`config.mk`:
```
export PLATFORM = sky130hd
export DESIGN_NAME = tdp_pulse_timer
export DESIGN_NICKNAME = d
export VERILOG_FILES = /design/src/rtl/tdp_pkg.sv /design/src/rtl/tdp_pulse_timer.sv
export VERILOG_INCLUDE_DIRS = /design/src /design/src/rtl
export SDC_FILE = /design/constraint.sdc
export NUM_CORES = 1
export LEC_CHECK = 0
export ABC_AREA = 1
export BUFFER_PORTS_ARGS = -buffer_cell sky130_fd_sc_hd__buf_4
export CAP_MARGIN = 20
export CORE_AREA = 2 2 178 93
export DETAILED_ROUTE_END_ITERATION = 8
export DIE_AREA = 0 0 180 95
export PLACE_DENSITY_LB_ADDON = 0.2
export SLEW_MARGIN = 20
export SYNTH_ARGS = -nofsm -noshare
export SYNTH_HDL_FRONTEND = slang
export SYNTH_SLANG_ARGS = --single-unit
```
`constraint.sdc`:
```
create_clock -name mclk -period 3.2 [get_ports mclk]
set_input_delay 0.96 -clock mclk [delete_from_list [all_inputs] [get_ports mclk]]
set_output_delay 0.96 -clock mclk [all_outputs]
set_load 0.01 [all_outputs]
```
`src/rtl/tdp_regs.svh`:
```
// Register offsets, field positions, reset values and timing counts of the pulse timer.
`ifndef TDP_REGS_SVH
`define TDP_REGS_SVH

`define TDP_OFF_CTRL    8'h00
`define TDP_OFF_DELAY   8'h04
`define TDP_OFF_LENGTH  8'h08
`define TDP_OFF_RESTART 8'h0c
`define TDP_OFF_COUNT   8'h10
`define TDP_OFF_STATE   8'h14

`define TDP_SRC_LSB     0
`define TDP_SRC_MSB     1
`define TDP_COND_LSB    4
`define TDP_COND_MSB    6
`define TDP_LINE_LSB    8
`define TDP_LINE_MSB    9
`define TDP_SEL_BIT     12
`define TDP_RESTART_BIT 0

`define TDP_CTRL_RST    32'h0000_0000
`define TDP_DELAY_RST   26'h000_0000
`define TDP_LENGTH_RST  26'h000_0001
`define TDP_MAX_US      26'd60000000

`define TDP_ST_IDLE     2'h0
`define TDP_ST_WAIT     2'h1
`define TDP_ST_ACTIVE   2'h2

`define TDP_CLK_NS      20
`define TDP_TICK_NS     1000
`define TDP_TICK_CYC    ((`TDP_TICK_NS + `TDP_CLK_NS - 1) / `TDP_CLK_NS)

`endif

```
`src/rtl/tdp_pkg.sv`:
```
// Types shared by the pulse timer: sources, conditions, line routing and control layout.
package tdp_pkg;
    typedef enum logic [1:0] {SRC_OFF, SRC_EXPOSURE, SRC_READOUT, SRC_EXT0} tdp_src_e;
    typedef enum logic [2:0] {TRIG_ON_RISE, TRIG_ON_FALL, TRIG_ON_EITHER,
                              GATE_WHILE_HIGH, GATE_WHILE_LOW} tdp_cond_e;
    typedef enum logic [1:0] {LINE_OFF, LINE_EXPOSURE, LINE_READOUT, LINE_PULSE} tdp_line_e;
    typedef enum logic [1:0] {ST_IDLE, ST_WAIT, ST_DELAY, ST_RUN} tdp_state_e;
    typedef struct packed {
        tdp_line_e outputLineSource;
        tdp_cond_e triggerCondition;
        tdp_src_e  triggerSource;
    } tdp_ctrl_s;
endpackage

```
`src/rtl/tdp_pulse_timer.sv`:
```
// Triggered delay-and-pulse timer with an AHB-Lite register slave and output line routing.
//
// Added by the designer: the register offsets and the AHB-Lite slave port.
`timescale 1ns/100ps
`include "tdp_regs.svh"

module tdp_pulse_timer #(
    parameter int CNT_W = 26
) (
    // Clock and reset.
    input  wire logic        mclk,
    input  wire logic        rst_n,
    // AHB-Lite slave.
    input  wire logic        hsel,
    input  wire logic [31:0] haddr,
    input  wire logic [1:0]  htrans,
    input  wire logic        hwrite,
    input  wire logic [2:0]  hsize,
    input  wire logic [31:0] hwdata,
    input  wire logic        hready,
    output logic             hreadyout,
    output logic             hresp,
    output logic [31:0]      hrdata,
    // Camera acquisition signals.
    input  wire logic        exposureWindow,
    input  wire logic        readoutWindow,
    input  wire logic        extInputZero,
    // Outputs.
    output logic             pulseUnitZeroOutput,
    output logic             outputLine
);
    localparam logic [5:0] TICK_LAST = 6'(`TDP_TICK_CYC - 1);
    localparam logic [31:0] CTRL_RST_W = `TDP_CTRL_RST;
    localparam tdp_pkg::tdp_ctrl_s CTRL_RST_S = '{
        outputLineSource: tdp_pkg::tdp_line_e'(CTRL_RST_W[`TDP_LINE_MSB:`TDP_LINE_LSB]),
        triggerCondition: tdp_pkg::tdp_cond_e'(CTRL_RST_W[`TDP_COND_MSB:`TDP_COND_LSB]),
        triggerSource:    tdp_pkg::tdp_src_e'(CTRL_RST_W[`TDP_SRC_MSB:`TDP_SRC_LSB])
    };

    tdp_pkg::tdp_ctrl_s  ctrl_q;
    tdp_pkg::tdp_state_e state_q;
    tdp_pkg::tdp_state_e state_d;
    logic [CNT_W-1:0]    delay_q;
    logic [CNT_W-1:0]    length_q;
    logic [CNT_W-1:0]    count_q;
    logic [5:0]          tick_q;
    logic                restart_q;
    logic                wrPend_q;
    logic [7:0]          wrAddr_q;
    logic                out_q;
    logic                line_q;
    logic [31:0]         rdata_q;
    logic                srcPrev_q;
    logic                srcLvl;
    logic                fire;
    logic                gateOk;
    logic                edgeMode;
    logic                tickWrap;
    logic                clrAll;
    logic                delayDone;
    logic                runDone;
    logic                addrPhase;
    logic [1:0]          stateCode;

    function automatic logic isEdge(input tdp_pkg::tdp_cond_e c);
        return c == tdp_pkg::TRIG_ON_RISE || c == tdp_pkg::TRIG_ON_FALL ||
               c == tdp_pkg::TRIG_ON_EITHER;
    endfunction

    function automatic logic [CNT_W-1:0] clampUs(input logic [31:0] v, input logic minOne);
        logic [CNT_W-1:0] r;
        r = CNT_W'(v);
        if (v > 32'(`TDP_MAX_US)) begin
            r = CNT_W'(`TDP_MAX_US);
        end else if (minOne && v == 32'h0) begin
            r = CNT_W'(1);
        end
        return r;
    endfunction

    function automatic logic [1:0] reportState(input tdp_pkg::tdp_state_e s);
        case (s)
            tdp_pkg::ST_IDLE: return `TDP_ST_IDLE;
            tdp_pkg::ST_WAIT: return `TDP_ST_WAIT;
            default:          return `TDP_ST_ACTIVE;
        endcase
    endfunction

    // Read-back puts each field at its write position, so software sees what it wrote.
    function automatic logic [31:0] packCtrl(input tdp_pkg::tdp_ctrl_s c);
        logic [31:0] w;
        w = 32'h0000_0000;
        w[`TDP_SRC_MSB:`TDP_SRC_LSB]   = c.triggerSource;
        w[`TDP_COND_MSB:`TDP_COND_LSB] = c.triggerCondition;
        w[`TDP_LINE_MSB:`TDP_LINE_LSB] = c.outputLineSource;
        return w;
    endfunction

    // The slave never stalls and never errors.
    assign hreadyout = 1'b1;
    assign hresp     = 1'b0;
    assign hrdata    = rdata_q;
    assign addrPhase = hsel && htrans[1] && hready;
    assign stateCode = reportState(state_q);

    // Write data arrives one cycle after the address, so the address is held here.
    always_ff @(posedge mclk or negedge rst_n) begin
        if (!rst_n) begin
            wrPend_q <= 1'b0;
            wrAddr_q <= 8'h00;
        end else begin
            wrPend_q <= addrPhase && hwrite;
            wrAddr_q <= haddr[7:0];
        end
    end

    always_ff @(posedge mclk or negedge rst_n) begin
        if (!rst_n) begin
            ctrl_q   <= CTRL_RST_S;
            delay_q  <= `TDP_DELAY_RST;
            length_q <= `TDP_LENGTH_RST;
        end else if (wrPend_q) begin
            case (wrAddr_q)
                `TDP_OFF_CTRL: begin
                    // Only unit zero exists, so a write naming another unit is dropped.
                    if (!hwdata[`TDP_SEL_BIT]) begin
                        ctrl_q.triggerSource    <=
                            tdp_pkg::tdp_src_e'(hwdata[`TDP_SRC_MSB:`TDP_SRC_LSB]);
                        ctrl_q.triggerCondition <=
                            tdp_pkg::tdp_cond_e'(hwdata[`TDP_COND_MSB:`TDP_COND_LSB]);
                        ctrl_q.outputLineSource <=
                            tdp_pkg::tdp_line_e'(hwdata[`TDP_LINE_MSB:`TDP_LINE_LSB]);
                    end
                end
                `TDP_OFF_DELAY:  delay_q  <= clampUs(hwdata, 1'b0);
                `TDP_OFF_LENGTH: length_q <= clampUs(hwdata, 1'b1);
                default: ;
            endcase
        end
    end

    always_ff @(posedge mclk or negedge rst_n) begin
        if (!rst_n) begin
            restart_q <= 1'b0;
        end else begin
            restart_q <= wrPend_q && wrAddr_q == `TDP_OFF_RESTART &&
                         hwdata[`TDP_RESTART_BIT];
        end
    end

    // Read data is latched in the address phase and stands through the data phase.
    always_ff @(posedge mclk or negedge rst_n) begin
        if (!rst_n) begin
            rdata_q <= 32'h0000_0000;
        end else if (addrPhase && !hwrite) begin
            case (haddr[7:0])
                `TDP_OFF_CTRL:   rdata_q <= packCtrl(ctrl_q);
                `TDP_OFF_DELAY:  rdata_q <= 32'(delay_q);
                `TDP_OFF_LENGTH: rdata_q <= 32'(length_q);
                `TDP_OFF_COUNT:  rdata_q <= 32'(count_q);
                `TDP_OFF_STATE:  rdata_q <= 32'(stateCode);
                default:         rdata_q <= 32'h0000_0000;
            endcase
        end
    end

    // Exposure window is taken as given by the sensor timing, high for the exposure.
    always_comb begin
        case (ctrl_q.triggerSource)
            tdp_pkg::SRC_EXPOSURE: srcLvl = exposureWindow;
            tdp_pkg::SRC_READOUT:  srcLvl = readoutWindow;
            tdp_pkg::SRC_EXT0:     srcLvl = extInputZero;
            default:               srcLvl = 1'b0;
        endcase
    end

    always_ff @(posedge mclk or negedge rst_n) begin
        if (!rst_n) begin
            srcPrev_q <= 1'b0;
        end else begin
            srcPrev_q <= srcLvl;
        end
    end

    assign edgeMode = isEdge(ctrl_q.triggerCondition);

    always_comb begin
        gateOk = 1'b0;
        fire   = 1'b0;
        case (ctrl_q.triggerCondition)
            tdp_pkg::TRIG_ON_RISE:    fire = srcLvl && !srcPrev_q;
            tdp_pkg::TRIG_ON_FALL:    fire = !srcLvl && srcPrev_q;
            tdp_pkg::TRIG_ON_EITHER:  fire = srcLvl != srcPrev_q;
            tdp_pkg::GATE_WHILE_HIGH: gateOk = srcLvl;
            tdp_pkg::GATE_WHILE_LOW:  gateOk = !srcLvl;
            default: ;
        endcase
        if (!edgeMode) begin
            fire = gateOk;
        end
    end

    assign clrAll    = restart_q || ctrl_q.triggerSource == tdp_pkg::SRC_OFF;
    assign tickWrap  = tick_q == TICK_LAST;
    assign delayDone = tickWrap && count_q + CNT_W'(1) >= delay_q;
    assign runDone   = tickWrap && count_q + CNT_W'(1) >= length_q;

    always_comb begin
        state_d = state_q;
        case (state_q)
            tdp_pkg::ST_IDLE: state_d = tdp_pkg::ST_WAIT;
            tdp_pkg::ST_WAIT: begin
                if (fire) begin
                    state_d = delay_q == '0 ? tdp_pkg::ST_RUN : tdp_pkg::ST_DELAY;
                end
            end
            tdp_pkg::ST_DELAY: begin
                if (!edgeMode && !gateOk) begin
                    state_d = tdp_pkg::ST_WAIT;
                end else if (delayDone) begin
                    state_d = tdp_pkg::ST_RUN;
                end
            end
            tdp_pkg::ST_RUN: begin
                if (edgeMode ? runDone : !gateOk) begin
                    state_d = tdp_pkg::ST_WAIT;
                end
            end
            default: state_d = tdp_pkg::ST_IDLE;
        endcase
        if (clrAll) begin
            state_d = tdp_pkg::ST_IDLE;
        end
    end

    always_ff @(posedge mclk or negedge rst_n) begin
        if (!rst_n) begin
            state_q <= tdp_pkg::ST_IDLE;
            out_q   <= 1'b0;
        end else begin
            state_q <= state_d;
            out_q   <= state_d == tdp_pkg::ST_RUN;
        end
    end

    // The tick restarts on every state change so each phase lasts whole microseconds.
    always_ff @(posedge mclk or negedge rst_n) begin
        if (!rst_n) begin
            tick_q <= 6'h00;
        end else if (state_d != state_q || tickWrap || clrAll) begin
            tick_q <= 6'h00;
        end else begin
            tick_q <= tick_q + 6'h01;
        end
    end

    // In gate mode the count keeps running while the source holds and simply wraps.
    always_ff @(posedge mclk or negedge rst_n) begin
        if (!rst_n) begin
            count_q <= '0;
        end else if (state_d != state_q || clrAll) begin
            count_q <= '0;
        end else if (tickWrap && state_q inside {tdp_pkg::ST_DELAY, tdp_pkg::ST_RUN}) begin
            count_q <= count_q + CNT_W'(1);
        end
    end

    always_ff @(posedge mclk or negedge rst_n) begin
        if (!rst_n) begin
            line_q <= 1'b0;
        end else begin
            case (ctrl_q.outputLineSource)
                tdp_pkg::LINE_EXPOSURE: line_q <= exposureWindow;
                tdp_pkg::LINE_READOUT:  line_q <= readoutWindow;
                tdp_pkg::LINE_PULSE:    line_q <= out_q;
                default:                line_q <= 1'b0;
            endcase
        end
    end

    assign pulseUnitZeroOutput = out_q;
    assign outputLine          = line_q;

    logic [31:0] runCyc_q;
    always_ff @(posedge mclk or negedge rst_n) begin
        if (!rst_n) begin
            runCyc_q <= 32'h0;
        end else begin
            runCyc_q <= out_q ? runCyc_q + 32'h1 : 32'h0;
        end
    end
endmodule

```
==> summary.md <==
| Metric | Value |
|---|---|
| Status | complete, but fails checks |
| Failing checks | negative setup slack |
| TritonCTS clock tree | yes |
| GRT Total Usage | 32.4% |
| Most Frequent Cell on Critical Path | nand2_4 |
| Via density | 5.51 |
| Ports | 113 |
| MaxCap Viol Count | 0 |
| Post-synth EDFFs | 0 |
| CP bufs+invs | 3 |
| Setup Viol. Count Final | 35 |
| RSZ-0062 raised after global routing | yes |
| Minimum clock period | 3.60 ns |
| Via count | 8138 |
| Most frequent cells in the layout | nand2_1, buf_4, inv_1 |
| CTS root buffer | clkbuf_16 |
| Design area | 0.0110 mm2 |
| 1st-pass router iterations | 5 |
| Max-slew violations | 0 |
| Proportion of layout cells with a drive suffix above 1 | 28.7% |
| Pwr per Cell Area | 364 mW/mm2 |
| Post-CTS Hold Fix Bufs | 0 |
| Final worst setup slack | -0.396 ns |
| CP Capture Type | register |
| Wire length on met1 | 12.3 mm |
| Fin nets | 1388 |
| Commonest non-fill, non-tap cell in the layout | nand2_1 |
| Final Hold Fails | 0 |
| Synth warn | 0 |
| Post-Syn Area | 0.00811 mm2 |
| Synthesis-to-layout area growth | 35.1% |
| CTS buffer count | 17 |
| WP depth | 26 |
| Min-delay worst type | input pin to asynchronous set/reset pin |
| Die width | 180 um |
| Crit Path Category | register to register |
| Crit-path slowest cell | dfrtp_2 |
| Fill cells | 1261 |
| R2R setup slack | -0.40 ns |
| CP Data Arrival Time | 3.91 ns |
| Leakage | 5.78 nW |
| Seq/Total Area, Yosys | 40.7% |
| Largest net degree at the start of global routing | 54 |
| DP HPWL | 19.5 mm |
| Iter 0 DRT Violations | 1025 |
| H-tree levels | 4 |
| Inst Count DP | 1416 |
| Crit Path Max Fanout | 13 |
| Skew-Pair Late Insertion Delay | 0.44 ns |
| Post-route ant nets | 0 |
| Routed len/inst | 18.2 um |
| Crit path max-delay family | simple AND/OR/NAND/NOR gates |
| Startpoint class of the critical path | register |
| Antenna fix cells | 0 |
| Rows | 33 |
| Core area | 0.0157 mm2 |
| First-pass GRT wire length | 41.8 mm |
| Met2 Wirelength | 11.3 mm |
| Peak supply drop | 0.322 mV |
| GRT Residual Overflow | 0 |
| Slowest stage delay, CP | 0.39 ns |
| Placed cell areas | 0.00958 mm2 |
| Final setup TNS | -12.19 ns |
| Die H | 95 um |
| Worst EP required | 3.52 ns |
| Asr flop ratio synth | 100% |
| Register area | 0.00331 mm2 |
| Post-synth top flop | dfrtp_1 |
| Die ar. | 0.0171 mm2 |
| Count of cell types in the netlist | 49 |
| I/O Buffers | 76 |
| Relative slew slack | 52.7% |
| #FFs+latches synth | 132 |
| Clk slew on worst S/H paths | 0.07 ns |
| Fin crit share | 112% |
| Multi-input gate area | 0.00455 mm2 |
| Syn Inst Count | 1059 |
| Detailed Route WL | 26.9 mm |
| CTS sink cnt | 132 |
| Clock buffer depth | 2 |
| Gp weighted congestion | 0.953 |
| # DRC | 0 |
| Slew @ Worst Pin | 0.708 ns |
| Final Skew | 0.0179 ns |
| Starting Density | 51.5% |
| Worst R2R Path Depth | 26 |
| DR top layer | met4 |
| Fmax | 278 MHz |
| Met3 WL | 2.86 mm |
| Final Instance Count excl. Fillers | 1477 |
| Antenna violations before repair | 0 |
| Syn Area/Cell | 7.66 um2 |
| Vias in the first global route | 7682 |
-- final timing paths --
path / from / endpoint
max in group asynchronous: rst_n / hrdata[20]
worst min-delay path: rst_n / wrAddr_q[7]
min in group mclk: delay_q[13] / delay_q[13]
worst max register to register: count_q[1] / count_q[16]
worst min register to register: delay_q[13] / delay_q[13]
worst max-delay path: count_q[1] / count_q[16]
-- repair_timing --
item	4_1_cts	5_1_grt
buffers inserted	20	9
resized for setup	54	59
pin swaps	8	29
endpoints found under the setup margin	35	35
gates cloned	2	0
-- Yosys cell counts (3+ instances only) --
cell      count  area share, %
xor2_1       17            1.8
or2_2         4           0.31
dfrtp_1     131             40
nand4_1      20            1.5
nand3_1      30            1.9
inv_2         6           0.28
ha_1         57            8.8
nor2_2        4           0.31
nor3_1       22            1.4
o21ai_1       4           0.25
o22ai_1      21            1.6
nand3_2       3           0.37
nor2_1       85            3.9
buf_4        10           0.93
clkbuf_1     19           0.88
nand2_1     243             11
a31oi_1       3           0.23
a221oi_1      5           0.54
nor4_1       11           0.85
o21a_1        3           0.28
inv_1       148            6.9
buf_2         5           0.31
a21oi_1      64            4.0
o21ai_0     101            6.2
a21oi_2       6           0.65
xnor2_1       3           0.32
nand2_2       4           0.31
-- flip-flops by register name, indices dropped and copies added (netlist names), 2 cells and up --
signal / count
wrAddr_q: 8
state_q: 2
ctrl_q: 7
length_q: 26
count_q: 26
delay_q: 26
tick_q: 6
hrdata: 26
-- layer usage --
metal | global-route usage (%) | up-vias
met3 | 9.26 | 40
met1 | 47.4 | 3845
li1 | - | 3862
met2 | 47.4 | 391
met4 | 6.91 | 0
met5 | 0 | -
-- cell type report --
cell class              instances  area share (%)
clock buffers                  19            4.04
clock inverters                13            1.58
inverters                     157            5.39
multi-input cells             740            41.6
flip-flops and latches        132            30.2
well taps                     210            2.40
repair buffers                206            14.8
-- cell families after synthesis --
| kind of cell | synth area share [%] |
|---|---|
| other | 0.0926 |
| DFF | 40.7 |
| xor gates and xnor gates | 2.16 |
| adders and majority gates | 8.79 |
| AOI/OAI and AO/OA | 14.6 |
| and+or+nand+nor | 23.7 |
| buffers and inverters | 9.67 |
| muxes | 0.139 |
-- through the flow --
stage	power [mW]	hold WS [ns]	util (%)	setup WS, ns
floorplan	1.80	0.453	-	0.00494
global placement	1.93	0.468	60.9	-0.307
detailed placement	1.93	0.474	60.9	-0.370
CTS	4.00	0.481	67.9	-0.291
global route	4.10	0.490	69.6	-0.594
finish	3.99	0.459	69.6	-0.396
-- report_power, final --
group	total (mW)	leakage, nW	switching (mW)	internal (mW)
sequential	1.71	1.54	0.0136	1.69
combinational	0.204	3.95	0.122	0.0813
clock	2.08	0.293	0.818	1.26
total	3.99	5.78	0.954	3.03
No activity file was read; power rests on OpenSTA's default activity.
